--- src/rtl/cmt_params.svh ---
// offsets, field positions, reset values and widths of the comparator two block
`ifndef CMT_PARAMS_SVH
`define CMT_PARAMS_SVH

// ****************************************
// widths
// ****************************************
`define CMT_ADDR_W      8
`define CMT_LVL_W       8
`define CMT_PORT_W      8
`define CMT_SYNC_W      10
`define CMT_CNT_W       16

// ****************************************
// register byte offsets
// ****************************************
`define CMT_OFF_CTRL    8'h00
`define CMT_OFF_SHARED  8'h04
`define CMT_OFF_DIR     8'h08
`define CMT_OFF_ANALOG  8'h0c
`define CMT_OFF_PORT    8'h10
`define CMT_OFF_TMRCTL  8'h14
`define CMT_OFF_TMRCNT  8'h18

// ****************************************
// comparator_two_control fields
// ****************************************
`define CMT_CTRL_EN     7
`define CMT_CTRL_RES    6
`define CMT_CTRL_DRV    5
`define CMT_CTRL_INV    4
`define CMT_CTRL_RSVD   3
`define CMT_CTRL_PSEL   2
`define CMT_CTRL_CH_HI  1
`define CMT_CTRL_CH_LO  0
`define CMT_CTRL_WMASK  8'hb7
`define CMT_CTRL_RST    8'h00

// ****************************************
// shared_comparator_control fields
// ****************************************
`define CMT_SH_MIRROR2  6
`define CMT_SH_REFSEL   4
`define CMT_SH_GSS      1
`define CMT_SH_SYNC     0
`define CMT_SH_WMASK    8'h33
`define CMT_SH_RST      8'h02

// ****************************************
// port and timer control
// ****************************************
`define CMT_CMP_PIN     5
`define CMT_DIR_RST     8'hff
`define CMT_ANALOG_RST  8'hff
`define CMT_TMR_ON      0
`define CMT_TMR_GATE    1
`define CMT_TMR_PS_HI   3
`define CMT_TMR_PS_LO   2
`define CMT_TMR_WMASK   8'h0f
`define CMT_TMR_RST     8'h00

// ****************************************
// bus responses
// ****************************************
`define CMT_RESP_OKAY   2'h0
`define CMT_RESP_SLVERR 2'h2

`endif

--- src/rtl/cmt_pkg.sv ---
// state types of the comparator two block
package cmt_pkg;
`include "cmt_params.svh"

	typedef struct packed {
		logic [`CMT_SYNC_W-1:0] first;
		logic [`CMT_SYNC_W-1:0] second;
	} cmt_sync_t;

	typedef struct packed {
		logic                  tclkPrev;
		logic [2:0]            prescCnt;
		logic                  pPrev;
		logic                  synced;
		logic [`CMT_CNT_W-1:0] count;
	} cmt_tmr_t;

	typedef struct packed {
		logic [7:0]             ctrl;
		logic [7:0]             shared;
		logic [7:0]             dir;
		logic [7:0]             analog;
		logic [7:0]             tmrCtl;
		logic                   result;
		logic                   pinOut;
		logic                   pinOe;
		logic                   awHave;
		logic [`CMT_ADDR_W-1:0] awAddr;
		logic                   wHave;
		logic [7:0]             wData;
		logic                   wLane;
		logic                   awReady;
		logic                   wReady;
		logic                   bValid;
		logic [1:0]             bResp;
		logic                   arReady;
		logic                   rValid;
		logic [31:0]            rData;
		logic [1:0]             rResp;
	} cmt_top_t;

endpackage

--- src/rtl/cmt_comparator2_ctrl.sv ---
// comparator two control, pin output, port read and timer gate, with AXI4-Lite slave
//
// The implementer's own choices: the register addresses and the AXI4-Lite register port.
`timescale 1ns/100ps
`include "cmt_params.svh"

module cmt_comparator2_ctrl (
	input  wire logic                   clk,
	input  wire logic                   nrst,
	input  wire logic [`CMT_ADDR_W-1:0] awaddr,
	input  wire logic                   awvalid,
	output      logic                   awready,
	input  wire logic [31:0]            wdata,
	input  wire logic [3:0]             wstrb,
	input  wire logic                   wvalid,
	output      logic                   wready,
	output      logic [1:0]             bresp,
	output      logic                   bvalid,
	input  wire logic                   bready,
	input  wire logic [`CMT_ADDR_W-1:0] araddr,
	input  wire logic                   arvalid,
	output      logic                   arready,
	output      logic [31:0]            rdata,
	output      logic [1:0]             rresp,
	output      logic                   rvalid,
	input  wire logic                   rready,
	input  wire logic [`CMT_LVL_W-1:0]  cmp2PlusPin,
	input  wire logic [`CMT_LVL_W-1:0]  sharedMinusPinZero,
	input  wire logic [`CMT_LVL_W-1:0]  sharedMinusPinOne,
	input  wire logic [`CMT_LVL_W-1:0]  sharedMinusPinTwo,
	input  wire logic [`CMT_LVL_W-1:0]  sharedMinusPinThree,
	input  wire logic [`CMT_LVL_W-1:0]  programmableReference,
	input  wire logic [`CMT_LVL_W-1:0]  fixedReference,
	input  wire logic [`CMT_PORT_W-1:0] portPins,
	input  wire logic                   tmrClkPin,
	input  wire logic                   extGatePin,
	output      logic                   cmp2PinOut,
	output      logic                   cmp2PinOe,
	output      logic [`CMT_CNT_W-1:0]  tmrCount
);

	// ****************************************
	// helpers
	// ****************************************
	function automatic logic [`CMT_LVL_W-1:0] selLevel(
		input logic                  sel,
		input logic [`CMT_LVL_W-1:0] whenSet,
		input logic [`CMT_LVL_W-1:0] whenClear
	);
		selLevel = sel ? whenSet : whenClear;
	endfunction

	function automatic logic [`CMT_LVL_W-1:0] selMinus(
		input logic [1:0]            ch,
		input logic [`CMT_LVL_W-1:0] m0,
		input logic [`CMT_LVL_W-1:0] m1,
		input logic [`CMT_LVL_W-1:0] m2,
		input logic [`CMT_LVL_W-1:0] m3
	);
		unique case (ch)
			2'h0: selMinus = m0;
			2'h1: selMinus = m1;
			2'h2: selMinus = m2;
			2'h3: selMinus = m3;
		endcase
	endfunction

	function automatic logic isMapped(input logic [`CMT_ADDR_W-1:0] addr);
		unique case (addr)
			`CMT_OFF_CTRL,
			`CMT_OFF_SHARED,
			`CMT_OFF_DIR,
			`CMT_OFF_ANALOG,
			`CMT_OFF_PORT,
			`CMT_OFF_TMRCTL,
			`CMT_OFF_TMRCNT: isMapped = 1'b1;
			default:         isMapped = 1'b0;
		endcase
	endfunction

	// ****************************************
	// state and inputs
	// ****************************************
	cmt_pkg::cmt_top_t         q;
	cmt_pkg::cmt_top_t         d;
	logic [`CMT_SYNC_W-1:0]    pinSync;
	logic [`CMT_LVL_W-1:0]     refLevel;
	logic [`CMT_LVL_W-1:0]     plusLevel;
	logic [`CMT_LVL_W-1:0]     minusLevel;
	logic [7:0]                ctrlRead;
	logic [7:0]                sharedRead;
	logic [31:0]               rdWord;

	// pins arrive asynchronously; analog levels are already clk-sampled codes
	cmt_sync u_sync (
		.clk  (clk),
		.nrst (nrst),
		.din  ({extGatePin, tmrClkPin, portPins}),
		.dout (pinSync)
	);

	// ****************************************
	// comparator, pin and register file
	// ****************************************
	always_comb begin
		d          = q;
		refLevel   = selLevel(q.shared[`CMT_SH_REFSEL], programmableReference,
			fixedReference);
		plusLevel  = selLevel(q.ctrl[`CMT_CTRL_PSEL], refLevel, cmp2PlusPin);
		minusLevel = selMinus(q.ctrl[`CMT_CTRL_CH_HI:`CMT_CTRL_CH_LO], sharedMinusPinZero,
			sharedMinusPinOne, sharedMinusPinTwo, sharedMinusPinThree);
		// a disabled comparator reports low whatever the polarity
		d.result   = q.ctrl[`CMT_CTRL_EN] &
			((plusLevel > minusLevel) ^ q.ctrl[`CMT_CTRL_INV]);
		d.pinOe    = q.ctrl[`CMT_CTRL_DRV] & q.ctrl[`CMT_CTRL_EN] &
			~q.dir[`CMT_CMP_PIN];
		d.pinOut   = d.pinOe & d.result;

		ctrlRead                  = q.ctrl;
		ctrlRead[`CMT_CTRL_RES]   = q.result;
		sharedRead                = q.shared;
		sharedRead[`CMT_SH_MIRROR2] = q.result;
		rdWord                    = 32'h0000_0000;
		unique case (araddr)
			`CMT_OFF_CTRL:   rdWord[7:0] = ctrlRead;
			`CMT_OFF_SHARED: rdWord[7:0] = sharedRead;
			`CMT_OFF_DIR:    rdWord[7:0] = q.dir;
			`CMT_OFF_ANALOG: rdWord[7:0] = q.analog;
			`CMT_OFF_PORT:   rdWord[7:0] = pinSync[`CMT_PORT_W-1:0] & ~q.analog;
			`CMT_OFF_TMRCNT: rdWord[`CMT_CNT_W-1:0] = tmrCount;
			`CMT_OFF_TMRCTL: rdWord[7:0] = q.tmrCtl;
			default:         rdWord = 32'h0000_0000;
		endcase

		// write channel: address and data taken independently
		if (awvalid && q.awReady) begin
			d.awHave = 1'b1;
			d.awAddr = awaddr;
		end
		if (wvalid && q.wReady) begin
			d.wHave = 1'b1;
			d.wData = wdata[7:0];
			d.wLane = wstrb[0];
		end
		if (q.bValid && bready) begin
			d.bValid = 1'b0;
		end
		if (q.awHave && q.wHave && !q.bValid) begin
			d.awHave = 1'b0;
			d.wHave  = 1'b0;
			d.bValid = 1'b1;
			d.bResp  = isMapped(q.awAddr) ? `CMT_RESP_OKAY : `CMT_RESP_SLVERR;
			if (q.wLane) begin
				unique case (q.awAddr)
					`CMT_OFF_CTRL:   d.ctrl   = q.wData & `CMT_CTRL_WMASK;
					`CMT_OFF_SHARED: d.shared = q.wData & `CMT_SH_WMASK;
					`CMT_OFF_DIR:    d.dir    = q.wData;
					`CMT_OFF_ANALOG: d.analog = q.wData;
					`CMT_OFF_TMRCTL: d.tmrCtl = q.wData & `CMT_TMR_WMASK;
					default:         d.ctrl   = q.ctrl;
				endcase
			end
		end
		d.awReady = ~d.awHave & ~d.bValid;
		d.wReady  = ~d.wHave & ~d.bValid;

		// read channel: one read in flight, data registered at acceptance
		if (q.rValid && rready) begin
			d.rValid = 1'b0;
		end
		if (arvalid && q.arReady) begin
			d.rValid = 1'b1;
			d.rData  = rdWord;
			d.rResp  = isMapped(araddr) ? `CMT_RESP_OKAY : `CMT_RESP_SLVERR;
		end
		d.arReady = ~d.rValid;
	end

	always_ff @(posedge clk or negedge nrst) begin
		if (!nrst) begin
			q         <= '0;
			q.ctrl    <= `CMT_CTRL_RST;
			q.shared  <= `CMT_SH_RST;
			q.dir     <= `CMT_DIR_RST;
			q.analog  <= `CMT_ANALOG_RST;
			q.tmrCtl  <= `CMT_TMR_RST;
			q.awReady <= 1'b1;
			q.wReady  <= 1'b1;
			q.arReady <= 1'b1;
		end else begin
			q <= d;
		end
	end

	// ****************************************
	// timer gate
	// ****************************************
	cmt_gate_timer u_timer (
		.clk        (clk),
		.nrst       (nrst),
		.tmrClk     (pinSync[`CMT_PORT_W]),
		.tmrOn      (q.tmrCtl[`CMT_TMR_ON]),
		.gateEnable (q.tmrCtl[`CMT_TMR_GATE]),
		.presc      (q.tmrCtl[`CMT_TMR_PS_HI:`CMT_TMR_PS_LO]),
		.gateSelect (q.shared[`CMT_SH_GSS]),
		.syncEnable (q.shared[`CMT_SH_SYNC]),
		.cmpResult  (q.result),
		.extGate    (pinSync[`CMT_PORT_W+1]),
		.count      (tmrCount),
		.syncedOut  ()
	);

	assign awready    = q.awReady;
	assign wready     = q.wReady;
	assign bvalid     = q.bValid;
	assign bresp      = q.bResp;
	assign arready    = q.arReady;
	assign rvalid     = q.rValid;
	assign rdata      = q.rData;
	assign rresp      = q.rResp;
	assign cmp2PinOut = q.pinOut;
	assign cmp2PinOe  = q.pinOe;

	// ****************************************
	// checks
	// ****************************************
	pin_drive_a: assert property (@(posedge clk) disable iff (!nrst)
		1'b1 |=> cmp2PinOe == $past(q.ctrl[`CMT_CTRL_DRV] && q.ctrl[`CMT_CTRL_EN] &&
			!q.dir[`CMT_CMP_PIN]))
		else $error("pin enable does not follow drive, enable and direction");

	pin_value_a: assert property (@(posedge clk) disable iff (!nrst)
		cmp2PinOe |-> cmp2PinOut == q.result)
		else $error("driven pin differs from comparator result");

	result_off_a: assert property (@(posedge clk) disable iff (!nrst)
		!q.ctrl[`CMT_CTRL_EN] |=> !q.result)
		else $error("disabled comparator reports high");

	polarity_a: assert property (@(posedge clk) disable iff (!nrst)
		q.ctrl[`CMT_CTRL_EN] |=> q.result == $past((plusLevel > minusLevel) ^
			q.ctrl[`CMT_CTRL_INV]))
		else $error("result polarity wrong");

	channel_three_a: assert property (@(posedge clk) disable iff (!nrst)
		(q.ctrl[`CMT_CTRL_EN] && q.ctrl[1:0] == 2'h3 && !q.ctrl[`CMT_CTRL_PSEL] &&
			!q.ctrl[`CMT_CTRL_INV]) |=> q.result == $past(cmp2PlusPin > sharedMinusPinThree))
		else $error("channel three not compared against minus pin three");

	ref_select_a: assert property (@(posedge clk) disable iff (!nrst)
		(q.ctrl[`CMT_CTRL_EN] && q.ctrl[1:0] == 2'h0 && q.ctrl[`CMT_CTRL_PSEL] &&
			q.shared[`CMT_SH_REFSEL] && !q.ctrl[`CMT_CTRL_INV])
		|=> q.result == $past(programmableReference > sharedMinusPinZero))
		else $error("plus input not taken from programmable reference");

	port_read_a: assert property (@(posedge clk) disable iff (!nrst)
		(arvalid && arready && araddr == `CMT_OFF_PORT)
		|=> rvalid && ((rdata[7:0] & $past(q.analog)) == 8'h00))
		else $error("analog pin read back nonzero");

	reserved_zero_a: assert property (@(posedge clk) disable iff (!nrst)
		(arvalid && arready && araddr == `CMT_OFF_CTRL)
		|=> rdata[`CMT_CTRL_RSVD] == 1'b0 && rdata[31:8] == 24'h000000)
		else $error("reserved control bits read nonzero");

	plus_pin_a: assert property (@(posedge clk) disable iff (!nrst)
		(q.ctrl[`CMT_CTRL_EN] && q.ctrl[1:0] == 2'h0 && !q.ctrl[`CMT_CTRL_PSEL] &&
			!q.ctrl[`CMT_CTRL_INV]) |=> q.result == $past(cmp2PlusPin > sharedMinusPinZero))
		else $error("plus input not taken from the plus pin");

	ref_fixed_a: assert property (@(posedge clk) disable iff (!nrst)
		(q.ctrl[`CMT_CTRL_EN] && q.ctrl[1:0] == 2'h0 && q.ctrl[`CMT_CTRL_PSEL] &&
			!q.shared[`CMT_SH_REFSEL] && !q.ctrl[`CMT_CTRL_INV])
		|=> q.result == $past(fixedReference > sharedMinusPinZero))
		else $error("plus input not taken from fixed reference");

	channel_one_a: assert property (@(posedge clk) disable iff (!nrst)
		(q.ctrl[`CMT_CTRL_EN] && q.ctrl[1:0] == 2'h1 && !q.ctrl[`CMT_CTRL_PSEL] &&
			!q.ctrl[`CMT_CTRL_INV]) |=> q.result == $past(cmp2PlusPin > sharedMinusPinOne))
		else $error("channel one not compared against minus pin one");

	pin_internal_a: assert property (@(posedge clk) disable iff (!nrst)
		!q.ctrl[`CMT_CTRL_DRV] |=> !cmp2PinOe && !cmp2PinOut)
		else $error("pin driven while drive enable is clear");

	ctrl_fixed_bits_a: assert property (@(posedge clk) disable iff (!nrst)
		q.ctrl[`CMT_CTRL_RES] == 1'b0 && q.ctrl[`CMT_CTRL_RSVD] == 1'b0)
		else $error("read-only control bits were written");

endmodule

--- src/rtl/cmt_gate_timer.sv ---
// prescaler, synchronising latch and gated 16-bit counter
`timescale 1ns/100ps
`include "cmt_params.svh"

module cmt_gate_timer (
	input  wire logic                  clk,
	input  wire logic                  nrst,
	input  wire logic                  tmrClk,
	input  wire logic                  tmrOn,
	input  wire logic                  gateEnable,
	input  wire logic [1:0]            presc,
	input  wire logic                  gateSelect,
	input  wire logic                  syncEnable,
	input  wire logic                  cmpResult,
	input  wire logic                  extGate,
	output      logic [`CMT_CNT_W-1:0] count,
	output      logic                  syncedOut
);

	cmt_pkg::cmt_tmr_t q;
	cmt_pkg::cmt_tmr_t d;
	logic              pLevel;
	logic              pRise;
	logic              pFall;
	logic              gate;

	always_comb begin
		d = q;
		unique case (presc)
			2'h0: pLevel = tmrClk;
			2'h1: pLevel = q.prescCnt[0];
			2'h2: pLevel = q.prescCnt[1];
			2'h3: pLevel = q.prescCnt[2];
		endcase
		d.tclkPrev = tmrClk;
		if (tmrOn && tmrClk && !q.tclkPrev) begin
			d.prescCnt = q.prescCnt + 3'h1;
		end
		pRise   = pLevel && !q.pPrev;
		pFall   = !pLevel && q.pPrev;
		d.pPrev = pLevel;
		// latch after the prescaler, on its falling edge
		if (pFall) begin
			d.synced = cmpResult;
		end
		// unlatched path when synchronisation is off
		gate = gateSelect ? extGate : (syncEnable ? q.synced : cmpResult);
		// counting on the rising edge keeps it clear of the latch edge
		if (tmrOn && pRise && (!gateEnable || gate)) begin
			d.count = q.count + 16'h0001;
		end
	end

	always_ff @(posedge clk or negedge nrst) begin
		if (!nrst) begin
			q <= '0;
		end else begin
			q <= d;
		end
	end

	assign count     = q.count;
	assign syncedOut = q.synced;

	count_rise_a: assert property (@(posedge clk) disable iff (!nrst)
		$changed(q.count) |-> $past(pRise) && $past(tmrOn))
		else $error("counter moved without a rising timer clock");

	count_gated_a: assert property (@(posedge clk) disable iff (!nrst)
		(tmrOn && pRise && gateEnable && !gateSelect && !syncEnable && !cmpResult)
		|=> $stable(q.count))
		else $error("counter moved while comparator gate was closed");

	sync_gate_a: assert property (@(posedge clk) disable iff (!nrst)
		(tmrOn && pRise && gateEnable && !gateSelect && syncEnable && q.synced)
		|=> q.count == $past(q.count) + 16'h0001)
		else $error("synced gate open but counter did not step");

	latch_fall_a: assert property (@(posedge clk) disable iff (!nrst)
		$changed(q.synced) |-> $past(pFall))
		else $error("sync latch changed off the prescaled falling edge");

endmodule

--- src/rtl/cmt_sync.sv ---
// two flip-flop synchroniser for the pin inputs
`timescale 1ns/100ps
`include "cmt_params.svh"

module cmt_sync (
	input  wire logic                   clk,
	input  wire logic                   nrst,
	input  wire logic [`CMT_SYNC_W-1:0] din,
	output      logic [`CMT_SYNC_W-1:0] dout
);

	cmt_pkg::cmt_sync_t q;
	cmt_pkg::cmt_sync_t d;

	// first stage feeds only the second stage
	always_comb begin
		d        = q;
		d.first  = din;
		d.second = q.first;
	end

	always_ff @(posedge clk or negedge nrst) begin
		if (!nrst) begin
			q <= '0;
		end else begin
			q <= d;
		end
	end

	assign dout = q.second;

endmodule

--- config.mk ---
export PLATFORM = sky130hd
export DESIGN_NAME = cmt_comparator2_ctrl
export DESIGN_NICKNAME = d
export VERILOG_FILES = /design/src/rtl/cmt_pkg.sv /design/src/rtl/cmt_comparator2_ctrl.sv /design/src/rtl/cmt_gate_timer.sv /design/src/rtl/cmt_sync.sv
export VERILOG_INCLUDE_DIRS = /design/src /design/src/rtl
export SDC_FILE = /design/constraint.sdc
export NUM_CORES = 1
export LEC_CHECK = 0
export ABC_AREA = 1
export BUFFER_PORTS_ARGS = -buffer_cell sky130_fd_sc_hd__buf_2
export CORE_AREA = 4 4 110 154
export CTS_CLUSTER_DIAMETER = 120
export DETAILED_ROUTE_END_ITERATION = 12
export DIE_AREA = 0 0 114 158
export GPL_ROUTABILITY_DRIVEN = 1
export GPL_TIMING_DRIVEN = 0
export PLACE_DENSITY = 0.68
export SLEW_MARGIN = 40
export SYNTH_ARGS = -nofsm -noshare
export SYNTH_HDL_FRONTEND = slang
export SYNTH_SLANG_ARGS = --single-unit
--- constraint.sdc ---
create_clock -name clk -period 2.8 [get_ports clk]
set_input_delay 0.14 -clock clk [delete_from_list [all_inputs] [get_ports clk]]
set_output_delay 0.14 -clock clk [all_outputs]
set_load 0.005 [all_outputs]
# After elaboration in Yosys (flattened, before gate mapping)
# Cells that the tools add are included.
# word_totals
word_cells	115
out_inout_bits	59
reg_bits	119
# classes
reduce_logical	30
bitwise_logic	14
eq_ne	18
mux	22
n_addsub	2
magnitude_cmp	1
# ops
operator	n
one-hot mux 8 bit (7 select lines)	1
== test 8 x 5 -> 1 bit, second input constant	6
two-way mux 35 bit	1
== test 8 x 4 -> 1 bit, second input constant	4
one-hot mux 8 bit (4 select lines)	1
two-way mux 8 bit	3
adder 16 x 1 -> 16 bit, second input constant	1
== test 8 x 3 -> 1 bit, second input constant	2
zero test 8 bit	2
AND reduction 3 bit	5
OR reduction 7 bit	2
logical AND 1 bit	13
two-way mux 1 bit	10
two-way mux 10 bit	1
two-way mux 9 bit	1
AND 8 bit	1
== test 2 bit, second input constant	4
> comparator 8 bit	1
inverter 8 bit	1
AND 1 bit	6
zero test 1 bit	5
inverter 1 bit	5
== test 2 x 1 -> 1 bit, second input constant	2
zero test 2 bit	2
6 further kinds	7

# Longest topological paths before layout
# logic_depth
word_depth	8
ltp_mapped	17
ltp_nobuf	16

# By module
# A second synthesis with hierarchy kept.
# hier_totals
hier_cells	790
hier_area_um2	6399.9
# by_module_without_submodules
module	n_inst	cells_each	seq_area_each_um2	area_each_um2
cmt_comparator2_ctrl	1	569	1901.8	4430.5
cmt_gate_timer	1	201	550.5	1468.9
cmt_sync	1	20	500.5	500.5

# Least setup slack after synthesis
# OpenSTA, ideal clock, no wires.
# synth_path
path_type	register -> register
startpoint	reg q (netlist bit ctrlRead[1])
endpoint	reg q (netlist bit cmp2PinOut)
t_arrival_ps	1826
stages_incl_launch_ff	15
slack_ps	857
setup_ps	117
path_cell_list	dfrtp_1 -> inv_2 -> nor2_1 -> a221oi_1 -> nand2_1 -> o21ai_0 -> ha_1 -> a21oi_1 -> nor2_1 -> nor2_1 -> nand2_1 -> nand2_1 -> nand2_1 -> nand3_1 -> nor2_1
# synth_rtl
item	line	source
start: declaration	cmt_comparator2_ctrl.sv:84	cmt_pkg::cmt_top_t q;

==> impl_metrics.yaml <==
timing:
  setup_viol: 0
  fin_skew_ns: 0.01270
  final_max_slew_viol_count: 0
  setup_tns_ns: 0
  period_minus_slack_ns: 2.422
  slew-limit-headroom: 0.6267
  grt_setup_unrepaired: "no"
  min_period_over_period: 0.8649
  setup_slack_ns: 0.3783
  worst_slew_pin_slew_ns: 0.5579
  hold_viol: 0
  max_freq_ghz: 0.4129
global_route:
  grt_pass1_wl_um: 25540
  grt_overflow: 0
  antenna_found_initial: 0
  grt_pass1_vias: 5266
  grt_max_degree: 75
  grt_usage: 0.1796
pwr:
  ir_drop_v: 0.0005004
  p_leak_nw: 4.056
  p_per_area_nw_per_um2: 678.4
synth:
  synthSimpleGateAreaFrac: 0.2485
  synthesis.area_um2: 6143
  synthCells: 739
  synthArstFlopShare: 1.000
  synth_ff_type: "dfrtp_1"
  synth_mux_area_frac: 0.001833
  synthXorXnorAreaFrac: 0.01711
  yosys_warnings: 0
  ys_ff_latch: 117
  synth_largest_area_cell: "dfrtp_1"
  synthAdderAreaFrac: 0.02037
  yosys-top-cells-area: "dfrtp_1 40%, nand2_1 13%, dfstp_2 8.6%"
  synth_top_family_by_area: "simple AND/OR/NAND/NOR gates"
  synth-compound-area-share: 0.1069
  synth.distinct_cells: 39
  synth.avg_cell_area_um2: 8.313
  ys_seq_area_frac: 0.4807
  synth_edf_count: 0
  synth_top_area_share: 0.3951
place:
  dp_cells: 1091
  place.gp.congestion: 0.8720
  io_buffers: 138
  place_ws_ns: 0.3964
  placed_area_um2: 7181
  dp_hpwl_um: 11690
floorplan:
  die_h_um: 158
  io_pins: 184
  die_x_um: 114
  die-area_um2: 18010
  coreArea_um2: 15540
  rows: 54
  initial_core_util: 0.3953
clock_network:
  post_cts_resized: 0
  cts_sinks: 117
  clock-root-buffer: "clkbuf_16"
  htreeDepth: 4
  path_clk_slew_ns: 0.05
  clk_latency_ns: 0.41
  cts_made_buffers: 17
  cts_tree: "built"
  cts_max_path_buffers: 2
setup_path:
  r2r_cells: 13
  reg2reg_to: "cmp2PinOut"
  endpoint: "cmp2PinOut"
  cp_max_fo: 10
  arrival_ns: 2.74
  cp.required_ns: 3.12
  crit_path_end_kind: "flop"
  criticalPathCategory: "flop to flop"
  crit_start: "ctrlRead[1]"
  r2r_start: "ctrlRead[1]"
  r2r_setup_slack_ns: 0.38
  cp-start-kind: "flop"
cells_and_area:
  layout-drive-gt1-share: 0.3020
  final_common_cell: "nand2_1"
  fin_cells: 1153
  area_growth_pct: 31.02
  fillCellCount: 1502
  postLayoutCellArea_um2: 8049
  n_antenna_cell: 0
  layout.cells.most_common_list: "217 x nand2_1, 141 x buf_2, 97 x dfrtp_1"
  fin_nets: 1079
detailed_routing:
  postRouteAntennaNets: 0
  drt_iter0_drc: 247
  first_pass_iters: 5
  routed_via_density: 4.661
  route.met2.wl_um: 8120
  vias: 5374
  wirelength_um: 15470
  wl_met3_um: 863
  met1_length_um: 6184
  highest_layer: "met4"
  drc: 0
  wl_per_cell_um: 13.41
worst_hold_path:
  hold_path_class: "input pin to flop"
job:
  maxCapViolCount: 0
outcome:
  status: "complete, no violations"
## cell type report
cell class	count	area, um^2	share of cell area
multi-input combinational	498	2492	0.3097
clock inverter	5	75.07	0.009327
clock buffer	27	493.0	0.06125
inverter	76	290.3	0.03606
sequential	117	2953	0.3669
timing repair buffer	169	1028	0.1278
buffer	65	471.7	0.05860
tap	196	245.2	0.03047
## repair_timing
| action | in CTS | in global routing |
|---|---|---|
| hold buffers | 30 | 0 |
| hold endpoints to repair | 72 | 0 |
| buffers inserted | 0 | 0 |
## cells in the mapped netlist (2+ instances only)
library cell,instances
a21oi_1,6
a221oi_1,7
a31oi_1,8
buf_2,4
buf_4,53
clkbuf_1,6
clkinv_1,3
dfrtp_1,97
dfstp_2,20
ha_1,10
inv_1,66
inv_2,5
inv_4,2
nand2_1,217
nand3_1,35
nand3_2,8
nand3b_1,3
nand4_1,4
nand4_2,2
nor2_1,51
nor2_2,8
nor2_4,4
nor3_1,9
nor3_2,4
o21ai_0,49
o21ai_1,18
o21ai_2,11
o31ai_1,8
xnor2_1,2
xor2_1,10
## logic make-up after synthesis
logic type / Yosys count
mux: 1
fa+ha+maj: 10
xor+xnor: 12
compound gates: 110
other cells: 1
simple gates: 347
flops: 117
buf+inv: 141
## routing by layer
layer,track usage,vias up
li1,-,2726
met1,0.2114,2455
met3,0.04627,23
met2,0.3174,170
met4,0.06055,0
met5,0,-
## worst max-delay path, cell delays in order, from the launching register on
cell and delay, ns:
dfrtp_1 0.41, inv_2 0.14, nor2_1 0.46, a221oi_1 0.16, nand2_1 0.09, o21ai_0 0.10, ha_1 0.30, a21oi_1 0.14
nor2_1 0.05, nor2_1 0.09, nand2_1 0.09, nand3_1 0.07, nand3_1 0.09, nor2_1 0.14
## flip-flops by register name, indices dropped and copies added, names as in the netlist
name / cells
q: 43
arready: 1
rresp: 1
awready: 1
u_timer.syncedOut: 1
cmp2PinOe: 1
u_timer.count: 16
u_sync.d: 10
rvalid: 1
u_timer.q: 5
bvalid: 1
bresp: 1
ctrlRead: 7
cmp2PinOut: 1
wready: 1
u_sync.dout: 10
rdata: 16
## where the power goes
group / switching, W / total, W / internal (W)
Clock: 0.000710 / 0.00208 / 0.00138
Combinational: 0.000752 / 0.00120 / 0.000451
Sequential: 0.000165 / 0.00217 / 0.00201
## worst min path at each step
stage,slack [ns],endpoint,depth (start not counted),start
2_1_floorplan,-0.16,bresp[1],0,nrst
3_3_place_gp,0.25,u_sync.d[2],1,portPins[2]
3_5_place_dp,0.06,u_sync.d[0],1,nrst
4_1_cts,0.009,q[58],4,awvalid
5_1_grt,0.03,q[58],4,awvalid
6_report,0.03,q[58],4,awvalid
## metrics by stage
step,power [W],hold WS (ns),util
floorplan,0.002943,-0.1556,-
global placement,0.003327,0.2496,0.4597
detailed placement,0.003379,0.05896,0.4621
CTS,0.005528,0.009282,0.5180
global route,0.005812,0.02552,0.5180
finish,0.005460,0.02694,0.5180
(Power assumes the default switching activity.)
